<file path="config.mk">
export PLATFORM = sky130hd
export DESIGN_NAME = iad_decode
export DESIGN_NICKNAME = d
export VERILOG_FILES = /design/src/include/iad_pkg.sv /design/src/rtl/iad_decode.sv /design/src/rtl/iad_scratch.sv
export SDC_FILE = /design/constraint.sdc
export NUM_CORES = 1
export LEC_CHECK = 0
export BUFFER_PORTS_ARGS = -buffer_cell sky130_fd_sc_hd__buf_2
export CORE_UTILIZATION = 57
export DETAILED_ROUTE_END_ITERATION = 8
export PLACE_DENSITY = 0.84
export SLEW_MARGIN = 20
export SYNTH_ARGS = -nofsm -noshare
export SYNTH_HDL_FRONTEND = slang
export SYNTH_SLANG_ARGS = --single-unit
</file>
<file path="constraint.sdc">
create_clock -name clk_i -period 3.67 [get_ports clk_i]
set_input_delay 0.1835 -clock clk_i [delete_from_list [all_inputs] [get_ports clk_i]]
set_output_delay 0.1835 -clock clk_i [all_outputs]
set_load 0.01 [all_outputs]
</file>
<file path="src/include/iad_pkg.sv">
package iad_pkg;

	localparam int DW = 16;
	localparam int SELW = 4;
	localparam int UAW = 9;
	localparam int RAW = 4;

	// default decode values of processor-internal addresses; each but SCRATCH_MASK is a module parameter
	localparam logic [15:0] DEF_STATUS_ADDR = 16'hFFFE;
	localparam logic [15:0] DEF_LIMIT_ADDR = 16'hFFFA;
	localparam logic [15:0] DEF_SCRATCH_BASE = 16'hFFC0;
	localparam logic [15:0] DEF_SWITCH_ADDR = 16'hFF78;
	localparam logic [15:0] SCRATCH_MASK = 16'hFFF0;

	// bus address latch fields, data nibble top bit
	localparam int BA_TEST_HI = 6;
	localparam int BA_TEST_LO = 3;
	localparam int BA_SEG_HI = 7;
	localparam int BA_SEG_LO = 5;
	localparam int BA_TOP_HI = 15;
	localparam int BA_TOP_LO = 8;
	localparam int D_NIB_HI = 3;

	// register port map
	localparam logic [RAW-1:0] REG_CTRL = 4'h0;
	localparam logic [RAW-1:0] REG_STAT = 4'h4;
	localparam logic [RAW-1:0] REG_YLIM = 4'h8;
	localparam logic [RAW-1:0] REG_RLIM = 4'hC;

	localparam int CTRL_LIMIT_EN = 0;
	localparam int CTRL_CHECK_EN = 1;
	localparam logic [15:0] CTRL_RESET = 16'h0002;
	localparam logic [15:0] YLIM_RESET = 16'h0100;
	localparam logic [15:0] RLIM_RESET = 16'h00E0;

	typedef struct packed {
		logic [RAW-1:0] addr;
		logic [DW-1:0] wdata;
		logic we;
		logic re;
	} iad_regreq_t;

	typedef struct packed {
		logic status_word;
		logic stack_limit;
		logic scratch;
		logic switches;
	} iad_hits_t;

	typedef enum logic [1:0] {
		SRC_IMMEDIATE,
		SRC_INSTR_SRC,
		SRC_INSTR_DST,
		SRC_BUS_ADDR
	} iad_selsrc_t;

endpackage

</file>
<file path="src/rtl/iad_decode.sv">
`timescale 1ns/1ps
module iad_decode import iad_pkg::*; #(
	parameter logic [15:0] STATUS_ADDR = DEF_STATUS_ADDR,
	parameter logic [15:0] LIMIT_ADDR = DEF_LIMIT_ADDR,
	parameter logic [15:0] SCRATCH_BASE = DEF_SCRATCH_BASE,
	parameter logic [15:0] SWITCH_ADDR = DEF_SWITCH_ADDR
) (
	input wire logic clk_i,
	input wire logic rstn_i,
	input wire iad_regreq_t req_i,
	output logic [DW-1:0] rdata_o,
	input wire logic [DW-1:0] ba_i,
	input wire logic ba_valid_i,
	input wire logic [DW-1:0] d_i,
	input wire iad_selsrc_t sel_src_i,
	input wire logic [SELW-1:0] rif_i,
	input wire logic [DW-1:0] instruction_word_latch_i,
	input wire logic [DW-1:0] result_mux_i,
	input wire logic scratch_we_i,
	input wire logic scratch_rd_en_i,
	input wire logic [DW-1:0] proc_status_word_i,
	input wire logic status_rd_en_i,
	input wire logic byte_op_i,
	input wire logic [DW-1:0] console_switches_i,
	input wire logic switch_to_bus_gate_i,
	input wire logic [UAW-1:0] buffered_next_uaddr_i,
	input wire logic cycle_end_i,
	output iad_hits_t hits_o,
	output logic ssyn_seq_o,
	output logic status_load_en_o,
	output logic ubranch_reservice_o,
	output logic console_branch_o,
	output logic test_ba_low_zero_o,
	output logic ba_seg_ones_n_o,
	output logic test_ba_top_ones_n_o,
	output logic red_zone_stop_o,
	output logic yellow_zone_flag_o,
	output logic word_zero_o,
	output logic nibble_zero_o,
	output logic [SELW-1:0] scratch_sel_lines_n_o,
	output logic sp_pc_select_detect_o,
	output logic incr_by_two_o,
	output logic stack_check_en_o,
	output logic [DW-1:0] reg_read_bus_o,
	output logic [DW-1:0] bus_data_o,
	output logic bus_data_oe_n_o,
	output logic uaddr_match_level_o,
	output logic scope_pulse_o
);
	if (DW != 16 || UAW > DW) begin : g_chk
		$error("iad_decode: unsupported widths");
	end

	logic [DW-1:0] ctrl_reg;
	logic [DW-1:0] ylim_reg;
	logic [DW-1:0] rlim_reg;
	logic [DW-1:0] sw_s1_reg, sw_s2_reg, sw_s3_reg, sw_reg;
	logic [SELW-1:0] sel_next;
	logic [DW-1:0] scratch_rdata;
	logic sp_pc_next;
	logic stack_ptr_next;
	iad_hits_t hits_next;
	logic match_next;

	// decode only from the internal latch: peripherals never see these addresses
	always_comb begin
		hits_next.status_word = ba_valid_i && ba_i == STATUS_ADDR;
		hits_next.stack_limit = ba_valid_i && ba_i == LIMIT_ADDR
			&& ctrl_reg[CTRL_LIMIT_EN];
		hits_next.scratch = ba_valid_i && (ba_i & SCRATCH_MASK) == SCRATCH_BASE;
		hits_next.switches = ba_valid_i && ba_i == SWITCH_ADDR;
	end

	always_ff @(posedge clk_i or negedge rstn_i) begin
		if (!rstn_i) begin
			hits_o <= '0;
			ssyn_seq_o <= 1'b0;
			status_load_en_o <= 1'b0;
			ubranch_reservice_o <= 1'b0;
			console_branch_o <= 1'b0;
		end else begin
			hits_o <= hits_next;
			ssyn_seq_o <= |hits_next;
			status_load_en_o <= hits_next.status_word;
			ubranch_reservice_o <= hits_next.status_word;
			console_branch_o <= hits_next.scratch;
		end
	end

	// address latch test terms
	always_ff @(posedge clk_i or negedge rstn_i) begin
		if (!rstn_i) begin
			test_ba_low_zero_o <= 1'b0;
			ba_seg_ones_n_o <= 1'b1;
			test_ba_top_ones_n_o <= 1'b1;
		end else begin
			test_ba_low_zero_o <= ~|ba_i[BA_TEST_HI:BA_TEST_LO];
			ba_seg_ones_n_o <= ~&ba_i[BA_SEG_HI:BA_SEG_LO];
			// content check only, independent of ba_valid_i
			test_ba_top_ones_n_o <= ~&ba_i[BA_TOP_HI:BA_TOP_LO];
		end
	end

	// stack overflow zones judged on the absolute address of a stack pointer reference
	always_ff @(posedge clk_i or negedge rstn_i) begin
		if (!rstn_i) begin
			red_zone_stop_o <= 1'b0;
			yellow_zone_flag_o <= 1'b0;
		end else begin
			red_zone_stop_o <= stack_check_en_o && ba_valid_i && ba_i < rlim_reg;
			// red takes precedence: a stop makes the trap moot
			yellow_zone_flag_o <= stack_check_en_o && ba_valid_i && ba_i >= rlim_reg
				&& ba_i < ylim_reg;
		end
	end

	always_ff @(posedge clk_i or negedge rstn_i) begin
		if (!rstn_i) begin
			word_zero_o <= 1'b0;
			nibble_zero_o <= 1'b0;
		end else begin
			word_zero_o <= ~|d_i;
			nibble_zero_o <= ~|d_i[D_NIB_HI:0];
		end
	end

	// scratch register selection
	always_comb begin
		case (sel_src_i)
			SRC_IMMEDIATE: sel_next = rif_i;
			SRC_INSTR_SRC: sel_next = {1'b0, instruction_word_latch_i[8:6]};
			SRC_INSTR_DST: sel_next = {1'b0, instruction_word_latch_i[2:0]};
			SRC_BUS_ADDR: sel_next = ba_i[SELW-1:0];
			default: sel_next = rif_i;
		endcase
	end

	assign sp_pc_next = &sel_next[2:1];
	assign stack_ptr_next = sp_pc_next && !sel_next[0];

	always_ff @(posedge clk_i or negedge rstn_i) begin
		if (!rstn_i) begin
			scratch_sel_lines_n_o <= '1;
			sp_pc_select_detect_o <= 1'b0;
			incr_by_two_o <= 1'b0;
			stack_check_en_o <= 1'b0;
		end else begin
			scratch_sel_lines_n_o <= ~sel_next;
			sp_pc_select_detect_o <= sp_pc_next;
			incr_by_two_o <= sp_pc_next && byte_op_i;
			stack_check_en_o <= stack_ptr_next && ctrl_reg[CTRL_CHECK_EN];
		end
	end

	// storage follows the registered select lines so read and write never race
	iad_scratch #(
		.WIDTH(DW),
		.AW(SELW)
	) u_scratch (
		.clk_i(clk_i),
		.sel_lines_n_i(scratch_sel_lines_n_o),
		.we_i(scratch_we_i),
		.wdata_i(result_mux_i),
		.rdata_o(scratch_rdata)
	);

	always_ff @(posedge clk_i or negedge rstn_i) begin
		if (!rstn_i) begin
			reg_read_bus_o <= '0;
		end else begin
			// wired-OR: every enabled source contributes
			reg_read_bus_o <= (scratch_rd_en_i ? scratch_rdata : '0)
				| (status_rd_en_i ? proc_status_word_i : '0);
		end
	end

	// console switches arrive from a pin: three stages, accept when stages two and three agree
	always_ff @(posedge clk_i or negedge rstn_i) begin
		if (!rstn_i) begin
			sw_s1_reg <= '0;
			sw_s2_reg <= '0;
			sw_s3_reg <= '0;
			sw_reg <= '0;
		end else begin
			sw_s1_reg <= console_switches_i;
			sw_s2_reg <= sw_s1_reg;
			sw_s3_reg <= sw_s2_reg;
			for (int i = 0; i < DW; i++) begin
				if (sw_s2_reg[i] == sw_s3_reg[i]) begin
					sw_reg[i] <= sw_s3_reg[i];
				end
			end
		end
	end

	always_ff @(posedge clk_i or negedge rstn_i) begin
		if (!rstn_i) begin
			bus_data_o <= '0;
			bus_data_oe_n_o <= 1'b1;
		end else begin
			bus_data_o <= switch_to_bus_gate_i ? sw_reg : '0;
			bus_data_oe_n_o <= !switch_to_bus_gate_i;
		end
	end

	// next address is taken as delivered; only a microjam upstream may alter it
	assign match_next = sw_reg[UAW-1:0] == buffered_next_uaddr_i;

	// halt use is valid only where the prior word ran a long cycle
	always_ff @(posedge clk_i or negedge rstn_i) begin
		if (!rstn_i) begin
			uaddr_match_level_o <= 1'b0;
			scope_pulse_o <= 1'b0;
		end else begin
			uaddr_match_level_o <= match_next;
			scope_pulse_o <= cycle_end_i && match_next;
		end
	end

	// register port
	always_ff @(posedge clk_i or negedge rstn_i) begin
		if (!rstn_i) begin
			ctrl_reg <= CTRL_RESET;
			ylim_reg <= YLIM_RESET;
			rlim_reg <= RLIM_RESET;
		end else if (req_i.we) begin
			if (req_i.addr == REG_CTRL) begin
				ctrl_reg <= req_i.wdata & 16'h0003;
			end else if (req_i.addr == REG_YLIM) begin
				ylim_reg <= req_i.wdata;
			end else if (req_i.addr == REG_RLIM) begin
				rlim_reg <= req_i.wdata;
			end
		end
	end

	always_ff @(posedge clk_i or negedge rstn_i) begin
		if (!rstn_i) begin
			rdata_o <= '0;
		end else if (req_i.re) begin
			if (req_i.addr == REG_CTRL) begin
				rdata_o <= ctrl_reg;
			end else if (req_i.addr == REG_STAT) begin
				rdata_o <= {5'h00, uaddr_match_level_o, nibble_zero_o, word_zero_o,
					yellow_zone_flag_o, red_zone_stop_o, stack_check_en_o,
					ssyn_seq_o, hits_o};
			end else if (req_i.addr == REG_YLIM) begin
				rdata_o <= ylim_reg;
			end else if (req_i.addr == REG_RLIM) begin
				rdata_o <= rlim_reg;
			end else begin
				rdata_o <= '0;
			end
		end else begin
			rdata_o <= '0;
		end
	end
endmodule // iad_decode

</file>
<file path="src/rtl/iad_scratch.sv">
`timescale 1ns/1ps
module iad_scratch import iad_pkg::*; #(
	parameter int WIDTH = DW,
	parameter int AW = SELW
) (
	input wire logic clk_i,
	input wire logic [AW-1:0] sel_lines_n_i,
	input wire logic we_i,
	input wire logic [WIDTH-1:0] wdata_i,
	output logic [WIDTH-1:0] rdata_o
);
	localparam int DEPTH = 1 << AW;

	if (AW < 1 || WIDTH < 1) begin : g_chk
		$error("iad_scratch: bad geometry");
	end

	// contents are never cleared, like the original latch array
	logic [WIDTH-1:0] mem_reg [DEPTH];
	logic [AW-1:0] idx;

	// storage sees the complemented selection lines
	assign idx = ~sel_lines_n_i;
	assign rdata_o = mem_reg[idx];

	for (genvar i = 0; i < DEPTH; i++) begin : g_word
		always_ff @(posedge clk_i) begin
			if (we_i && idx == AW'(i)) begin
				mem_reg[i] <= wdata_i;
			end
		end
	end
endmodule // iad_scratch

</file>
==> results of run 1 <==
worst max-delay path, delay by kind of cell:
| family | cells | cell delay, ns |
|---|---|---|
| buf+inv | 4 | 1.81 |
| simple gates | 5 | 1.14 |
path summary, 6_finish.rpt:
| path | cells past startpoint | endpoint | start | slack, ns |
|---|---|---|---|---|
| setup / recovery | 9 | hits_o[2] | ba_i[12] | 1.02 |
| hold / removal | 3 | reg_read_bus_o[5] | proc_status_word_i[5] | 0.006 |
| setup reg to reg | 5 | reg_read_bus_o[2] | scratch_sel_lines_n_o[1] | 1.18 |
| hold reg to reg | 0 | sw_s2_reg[11] | sw_s1_reg[11] | 0.34 |
| max in group asynchronous | 3 | test_ba_top_ones_n_o | rstn_i | 2.47 |
| min in group asynchronous | 2 | reg_read_bus_o[13] | rstn_i | 0.21 |
layout make-up:
type	instances	area (um2)	share of cell area (%)
antenna	3	7.51	0.0375
clock buffer	58	1150	5.76
clock inverter	18	104	0.519
inverter	38	143	0.713
multi-input combinational	476	4180	20.9
sequential	424	11900	59.5
tap	378	473	2.36
timing repair buffer	309	2050	10.2
layer usage:
layer,vias up,share of wire [%],track usage [%]
li1,4323,-,-
met1,4956,37,33.8
met2,436,52,47.6
met3,86,7.3,5.34
met4,4,3.0,9.86
met5,-,0.070,0
metrics by stage:
stage                     setup slack, ns  hold WS [ns]  power (W)  util, %  cells
final                                1.02       0.00583     0.0106     71.5   1704
after global routing                0.823       0.00727     0.0109     71.4   1701
after floorplan                      1.04        -0.112    0.00618        -    979
after detailed placement             1.16         0.232    0.00664     64.2   1548
after global placement               1.18         0.224    0.00658     64.2   1548
after CTS                            1.12       0.00124     0.0106     71.4   1701
power breakdown:
part | switching [W] | leakage, nW | internal [W]
registers | 0.000157 | 4.36 | 0.00533
clock network | 0.00172 | 0.607 | 0.00220
logic | 0.000619 | 3.01 | 0.000524
total | 0.00249 | 7.98 | 0.00806
what timing repair did:
| action | 4_1_cts | 5_1_grt |
|---|---|---|
| hold endpoints to repair | 137 | 0 |
| buffers inserted | 0 | 0 |
| hold buffers | 77 | 0 |
Yosys cell counts (3+ instances only):
library cell,n
sky130_fd_sc_hd__edfxtp_1,256
sky130_fd_sc_hd__dfrtp_1,156
sky130_fd_sc_hd__nand2_1,58
sky130_fd_sc_hd__mux4_2,52
sky130_fd_sc_hd__inv_1,38
sky130_fd_sc_hd__nor2_1,34
sky130_fd_sc_hd__ha_1,31
sky130_fd_sc_hd__mux2i_1,30
sky130_fd_sc_hd__a22oi_1,29
sky130_fd_sc_hd__nand2b_1,21
sky130_fd_sc_hd__nor2b_1,20
sky130_fd_sc_hd__nand3_1,18
sky130_fd_sc_hd__nor3_1,18
sky130_fd_sc_hd__and2_1,17
sky130_fd_sc_hd__a221oi_1,16
sky130_fd_sc_hd__clkbuf_1,16
sky130_fd_sc_hd__maj3_1,16
sky130_fd_sc_hd__mux2_1,16
sky130_fd_sc_hd__o21ai_1,16
sky130_fd_sc_hd__buf_2,13
sky130_fd_sc_hd__dfstp_2,12
sky130_fd_sc_hd__nor4_1,12
sky130_fd_sc_hd__a21oi_1,11
sky130_fd_sc_hd__buf_4,7
sky130_fd_sc_hd__nand4_1,7
sky130_fd_sc_hd__xnor2_1,7
sky130_fd_sc_hd__o21ai_0,6
sky130_fd_sc_hd__buf_1,5
sky130_fd_sc_hd__and3_1,4
sky130_fd_sc_hd__mux2_2,4
sky130_fd_sc_hd__nand3b_1,3
sky130_fd_sc_hd__o21a_1,3
cell families (layout without fill, tap and decap cells):
| logic type | after synthesis | in the layout | synth area share [%] |
|---|---|---|---|
| flops | 424 | 424 | 72.6 |
| simple gates | 222 | 222 | 7.13 |
| mux | 102 | 102 | 10.3 |
| compound gates | 96 | 96 | 4.04 |
| buf+inv | 79 | 423 | 2.07 |
| fa+ha+maj | 47 | 47 | 3.34 |
| xor+xnor | 9 | 9 | 0.481 |
| other cells | 0 | 3 | 0 |
cell usage in the layout (no fill, tap or decap), drive strengths merged, types with 4 or more instances in the layout:
cell type,count
ha,31
xnor2,7
clkinv,16
dfstp,12
mux4,52
a21oi,11
nor2,34
nor3,18
dlygate4sd3,77
maj3,16
nand4,7
nor4,12
a22oi,29
and2,17
a221oi,16
o21ai,22
nand2,60
edfxtp,256
nand2b,21
nor2b,20
dfrtp,156
mux2i,30
clkbuf,58
and3,4
inv,39
buf,232
mux2,20
nand3,18
==> impl_metrics.prom, run 1 <==
# TYPE chip_impl_metric gauge
chip_impl_info{name="outcome",value="finished clean"} 1
chip_impl_metric{name="gpl.final_weighted_congestion",unit=""} 0.888
chip_impl_metric{name="cts_max_path_buffers",unit=""} 3
chip_impl_info{name="timing.critical_path.slowest_stage_cell",value="sky130_fd_sc_hd__dlygate4sd3_1"} 1
chip_impl_metric{name="rows",unit=""} 61
chip_impl_metric{name="ios",unit=""} 215
chip_impl_metric{name="die_width",unit="um"} 172
chip_impl_metric{name="fin_crit_sh",unit="%"} 72.1
chip_impl_metric{name="drt_wl_total",unit="um"} 38400
chip_impl_metric{name="grt_first_pass_wirelength",unit="um"} 58700
chip_impl_metric{name="post-route-cell-area",unit="mm2"} 0.0200
chip_impl_info{name="cts_root_buffer",value="sky130_fd_sc_hd__clkbuf_16"} 1
chip_impl_metric{name="largest_register_ff_count",unit=""} 256
chip_impl_metric{name="synth_async_sr_flop_share",unit="%"} 39.6
chip_impl_metric{name="postRouteAntennaNets",unit=""} 0
chip_impl_metric{name="crit_arrival",unit="ns"} 3.12
chip_impl_metric{name="drive_above_1_share",unit="%"} 27.3
chip_impl_metric{name="post_synth.cell_area_avg",unit="um2"} 16.8
chip_impl_info{name="holdCritPathClass",value="primary input to register"} 1
chip_impl_info{name="grt_setup_unrepaired",value="no"} 1
chip_impl_metric{name="hold_viol",unit=""} 0
chip_impl_metric{name="number_of_global_route_vias_before_repair",unit=""} 10427
chip_impl_metric{name="maxCapViolations",unit=""} 0
chip_impl_metric{name="floorplan.initialDensity",unit="%"} 58.6
chip_impl_metric{name="die-area",unit="mm2"} 0.0295
chip_impl_info{name="cp-start-kind",value="primary input"} 1
chip_impl_metric{name="placement.io_buffers",unit=""} 204
chip_impl_metric{name="slew-limit-headroom",unit="%"} 33.3
chip_impl_metric{name="power.density",unit="mW/mm2"} 527
chip_impl_info{name="synthTopCellsByArea",value="sky130_fd_sc_hd__edfxtp_1, sky130_fd_sc_hd__dfrtp_1, sky130_fd_sc_hd__mux4_2"} 1
chip_impl_info{name="netlist.top_cell.by_area",value="sky130_fd_sc_hd__edfxtp_1"} 1
chip_impl_metric{name="area.growth.synth_to_final",unit="%"} 22.0
chip_impl_metric{name="yosys.area.top_type_share",unit="%"} 46.9
chip_impl_metric{name="dpl-instance-area",unit="mm2"} 0.0180
chip_impl_metric{name="dp_hpwl",unit="um"} 23500
chip_impl_metric{name="synth_seq_area_share",unit="%"} 72.6
chip_impl_metric{name="final-max-slew-violation-count",unit=""} 0
chip_impl_metric{name="drt_iter0_drc",unit=""} 859
chip_impl_metric{name="dr_total_vias",unit=""} 9805
chip_impl_metric{name="synthesis.yosys.warnings",unit=""} 0
chip_impl_metric{name="worst_slew_pin_tran",unit="ns"} 0.992
chip_impl_metric{name="numClockSinks",unit=""} 424
chip_impl_metric{name="finalSetupViolCount",unit=""} 0
chip_impl_metric{name="final_nets",unit=""} 1463
chip_impl_info{name="synth_top_flop_cell",value="sky130_fd_sc_hd__edfxtp_1"} 1
chip_impl_metric{name="leakage",unit="nW"} 7.98
chip_impl_metric{name="netlist_area",unit="mm2"} 0.0164
chip_impl_metric{name="timing.fmax",unit="GHz"} 0.378
chip_impl_metric{name="clock_latency_late_sink",unit="ns"} 0.54
chip_impl_metric{name="synthesis.instances",unit=""} 979
chip_impl_metric{name="die_boundary_height",unit="um"} 172
chip_impl_metric{name="floorplan.core_area",unit="mm2"} 0.0280
chip_impl_metric{name="post-route-drc-count",unit=""} 0
chip_impl_metric{name="timing.critical_path.fanout_max",unit=""} 4
chip_impl_metric{name="timing.critical_path.required",unit="ns"} 4.15
chip_impl_metric{name="firstDrtPassIters",unit=""} 5
chip_impl_info{name="timing.critical_path.cells",value="dlygate4sd3_1, buf_2, nand4_1, dlygate4sd3_1, nor2_1, nand2_1, or3_1, nor4b_1, dlygate4sd3_1"} 1
chip_impl_metric{name="cts-resized-gates",unit=""} 0
chip_impl_metric{name="largest_voltage_drop_on_the_vdd_net",unit="uV"} 414
chip_impl_metric{name="grt_usage",unit="%"} 27.2
chip_impl_metric{name="clkTransAtPathRegs",unit="ns"} 0.06
chip_impl_info{name="cts_tree",value="built"} 1
chip_impl_metric{name="fin_worst_skew",unit="ns"} 0.0130
chip_impl_metric{name="clock_buffer_count_from_cts",unit=""} 41
chip_impl_metric{name="postSynthNetCount",unit=""} 1152
chip_impl_metric{name="grt_antenna_before_repair",unit=""} 3
chip_impl_metric{name="totalNegativeSetupSlack",unit="ns"} 0
chip_impl_info{name="end_kind",value="register"} 1
chip_impl_metric{name="grt_max_degree",unit=""} 107
chip_impl_metric{name="yosysUniqueCellTypes",unit=""} 55
chip_impl_info{name="worst-setup-path-type",value="primary input to register"} 1
chip_impl_metric{name="gr-total-overflow",unit=""} 0
chip_impl_metric{name="detail_route.vias_per_cell",unit=""} 5.75
chip_impl_metric{name="synth-seq-cells",unit=""} 424
chip_impl_info{name="worst_path_most_repeated_cell",value="sky130_fd_sc_hd__dlygate4sd3_1"} 1
chip_impl_metric{name="wl_per_cell",unit="um"} 22.6
chip_impl_metric{name="slowest_delay",unit="ns"} 0.59
chip_impl_metric{name="number_of_synthesized_flops_with_an_enable_pin",unit=""} 256
chip_impl_metric{name="period_minus_slack",unit="ns"} 2.65
chip_impl_metric{name="htree_levels",unit=""} 2
chip_impl_metric{name="n_fill_cell",unit=""} 1668
Note: power is estimated with default switching activity, not from simulation.
==> run 2, diff against run 1 <==
- clock period: 3.67 -> 2.7 ns (I/O delays scaled with it)
==> impl_metrics.prom, run 2 (same netlist as run 1, synthesis figures left out) <==
# TYPE chip_impl_metric gauge
chip_impl_info{name="outcome",value="finished clean"} 1
chip_impl_metric{name="detail_route.vias_per_cell",unit=""} 5.87
chip_impl_metric{name="power.density",unit="mW/mm2"} 719
chip_impl_metric{name="clock_buffer_count_from_cts",unit=""} 41
chip_impl_metric{name="gr-total-overflow",unit=""} 0
chip_impl_metric{name="clkTransAtPathRegs",unit="ns"} 0.06
chip_impl_metric{name="largest_voltage_drop_on_the_vdd_net",unit="uV"} 583
chip_impl_metric{name="place_inst",unit=""} 1558
chip_impl_metric{name="die_boundary_height",unit="um"} 172
chip_impl_metric{name="final-max-slew-violation-count",unit=""} 0
chip_impl_info{name="timing.critical_path.cells",value="dlygate4sd3_1, buf_2, nand4_1, dlygate4sd3_1, nor2_1, nand2_1, or3_4, nor4b_2, dlygate4sd3_1"} 1
chip_impl_metric{name="number_of_global_route_vias_before_repair",unit=""} 10665
chip_impl_info{name="worst-setup-path-type",value="primary input to register"} 1
chip_impl_metric{name="largest_register_ff_count",unit=""} 256
chip_impl_info{name="layout.cells.most_common_list",value="sky130_fd_sc_hd__edfxtp_1, sky130_fd_sc_hd__buf_2, sky130_fd_sc_hd__dfrtp_1"} 1
chip_impl_metric{name="slowest_delay",unit="ns"} 0.58
chip_impl_metric{name="firstDrtPassIters",unit=""} 7
chip_impl_metric{name="drt_wl_total",unit="um"} 40500
chip_impl_metric{name="htree_levels",unit=""} 2
chip_impl_info{name="worst_path_most_repeated_cell",value="sky130_fd_sc_hd__dlygate4sd3_1"} 1
chip_impl_metric{name="fin_crit_sh",unit="%"} 94.5
chip_impl_metric{name="grt_max_degree",unit=""} 64
chip_impl_info{name="grt_setup_unrepaired",value="no"} 1
chip_impl_metric{name="final_nets",unit=""} 1490
chip_impl_metric{name="reg2regPathDepth",unit=""} 6
chip_impl_metric{name="finalSetupViolCount",unit=""} 0
chip_impl_metric{name="drt_iter0_drc",unit=""} 907
chip_impl_metric{name="postRouteAntennaNets",unit=""} 0
chip_impl_info{name="holdCritPathClass",value="primary input to register"} 1
chip_impl_metric{name="post-route-drc-count",unit=""} 0
chip_impl_metric{name="area.growth.synth_to_final",unit="%"} 24.0
chip_impl_metric{name="slew-limit-headroom",unit="%"} 31.3
chip_impl_metric{name="clock_latency_late_sink",unit="ns"} 0.53
chip_impl_info{name="end_kind",value="register"} 1
chip_impl_metric{name="rows",unit=""} 61
chip_impl_metric{name="numClockSinks",unit=""} 424
chip_impl_metric{name="cts_max_path_buffers",unit=""} 3
chip_impl_metric{name="totalNegativeSetupSlack",unit="ns"} 0
chip_impl_metric{name="fin_worst_skew",unit="ns"} 0.0241
chip_impl_metric{name="ios",unit=""} 215
chip_impl_metric{name="wl_per_cell",unit="um"} 23.4
chip_impl_metric{name="worst_slew_pin_tran",unit="ns"} 1.02
chip_impl_info{name="cts_tree",value="built"} 1
chip_impl_metric{name="drive_above_1_share",unit="%"} 28.5
chip_impl_metric{name="reg2reg_setup_slack",unit="ns"} 0.33
chip_impl_metric{name="dp_hpwl",unit="um"} 23800
chip_impl_metric{name="grt_usage",unit="%"} 28.5
chip_impl_metric{name="timing.fmax",unit="GHz"} 0.392
chip_impl_metric{name="period_minus_slack",unit="ns"} 2.55
chip_impl_metric{name="leakage",unit="nW"} 8.14
chip_impl_metric{name="die_width",unit="um"} 172
chip_impl_metric{name="placement.io_buffers",unit=""} 204
chip_impl_info{name="cts_root_buffer",value="sky130_fd_sc_hd__clkbuf_16"} 1
chip_impl_metric{name="timing.critical_path.fanout_max",unit=""} 4
chip_impl_metric{name="crit_arrival",unit="ns"} 3.00
chip_impl_info{name="layout.cells.most_common",value="sky130_fd_sc_hd__edfxtp_1"} 1
chip_impl_metric{name="floorplan.initialDensity",unit="%"} 58.6
chip_impl_metric{name="grt_first_pass_wirelength",unit="um"} 61000
chip_impl_info{name="cp-start-kind",value="primary input"} 1
chip_impl_metric{name="min_path_cells",unit=""} 3
chip_impl_metric{name="maxCapViolations",unit=""} 0
chip_impl_metric{name="grt_antenna_before_repair",unit=""} 1
chip_impl_info{name="timing.critical_path.slowest_stage_cell",value="sky130_fd_sc_hd__dlygate4sd3_1"} 1
chip_impl_metric{name="gpl.final_weighted_congestion",unit=""} 0.862
chip_impl_metric{name="final_cell_count_no_fill",unit=""} 1728
chip_impl_metric{name="floorplan.core_area",unit="mm2"} 0.0280
chip_impl_metric{name="dr_total_vias",unit=""} 10142
chip_impl_metric{name="die-area",unit="mm2"} 0.0295
chip_impl_metric{name="timing.critical_path.required",unit="ns"} 3.15
chip_impl_metric{name="hold_viol",unit=""} 0
==> run 2: changes by cell type in the layout (fill, tap and decap cells not counted), sizes merged <==
cell	change
dlygate4sd3	+17
buf	+10
clkinv	-7
clkbuf	+3
clkinvlp	+3
diode	-2
==> run 2: cell type report <==
class / instances / area [um2]
fill: 1626 / 7680
sequential: 424 / 11900
clock inverter: 14 / 97.6
inverter: 38 / 143
tap: 378 / 473
timing repair buffer: 336 / 2300
clock buffer: 61 / 1210
antenna: 1 / 2.50
multi-input combinational: 476 / 4190
==> run 2: where the power goes <==
| group | switching (W) | leakage (nW) | total, W | internal, W |
|---|---|---|---|---|
| Sequential | 0.000216 | 4.36 | 0.00746 | 0.00725 |
| Clock | 0.00240 | 0.634 | 0.00554 | 0.00314 |
| Combinational | 0.000871 | 3.14 | 0.00162 | 0.000745 |
==> run 2: path summary, 6_finish.rpt <==
kind,start,to
max,ba_i[15],hits_o[2]
max reg2reg,scratch_sel_lines_n_o[1],reg_read_bus_o[9]
min reg2reg,sw_s1_reg[1],sw_s2_reg[1]
max in group asynchronous,rstn_i,ctrl_reg[1]
min,ba_i[0],hits_o[0]
min in group asynchronous,rstn_i,reg_read_bus_o[7]
==> run 2: per-stage QoR <==
step | utilization, % | instance area [um2] | total power (W) | setup slack [ns] | hold WS (ns)
2_1_floorplan | - | 16400 | 0.00840 | 0.0702 | -0.161
3_3_place_gp | 64.5 | 18100 | 0.00896 | 0.480 | 0.135
3_5_place_dp | 64.5 | 18100 | 0.00904 | 0.444 | 0.148
4_1_cts | 72.5 | 20300 | 0.0146 | 0.182 | 0.000900
5_1_grt | 72.6 | 20300 | 0.0151 | 0.0512 | 0.00363
6_report | 72.6 | 20300 | 0.0146 | 0.148 | 0.00883
==> run 2: timing repair <==
action / CTS / global route
setup endpoints to repair: 0 / 1
hold buffers: 94 / 0
gates resized for setup: 0 / 2
hold endpoints to repair: 228 / 0
buffers inserted: 0 / 0
==> run 2: worst max-delay path: cells and delay by family <==
family | cells | cell delay [ns]
buffers and inverters | 4 | 1.81
and+or+nand+nor | 5 | 1.06
==> run 2: metal layers <==
metal  GRT usage [%]  wire length, um  up-vias
met2            50.6            21500      541
met3            4.95             3150       94
li1                -                -     4379
met5               0               13        -
met4            9.94             1270        2
met1            35.2            14600     5126
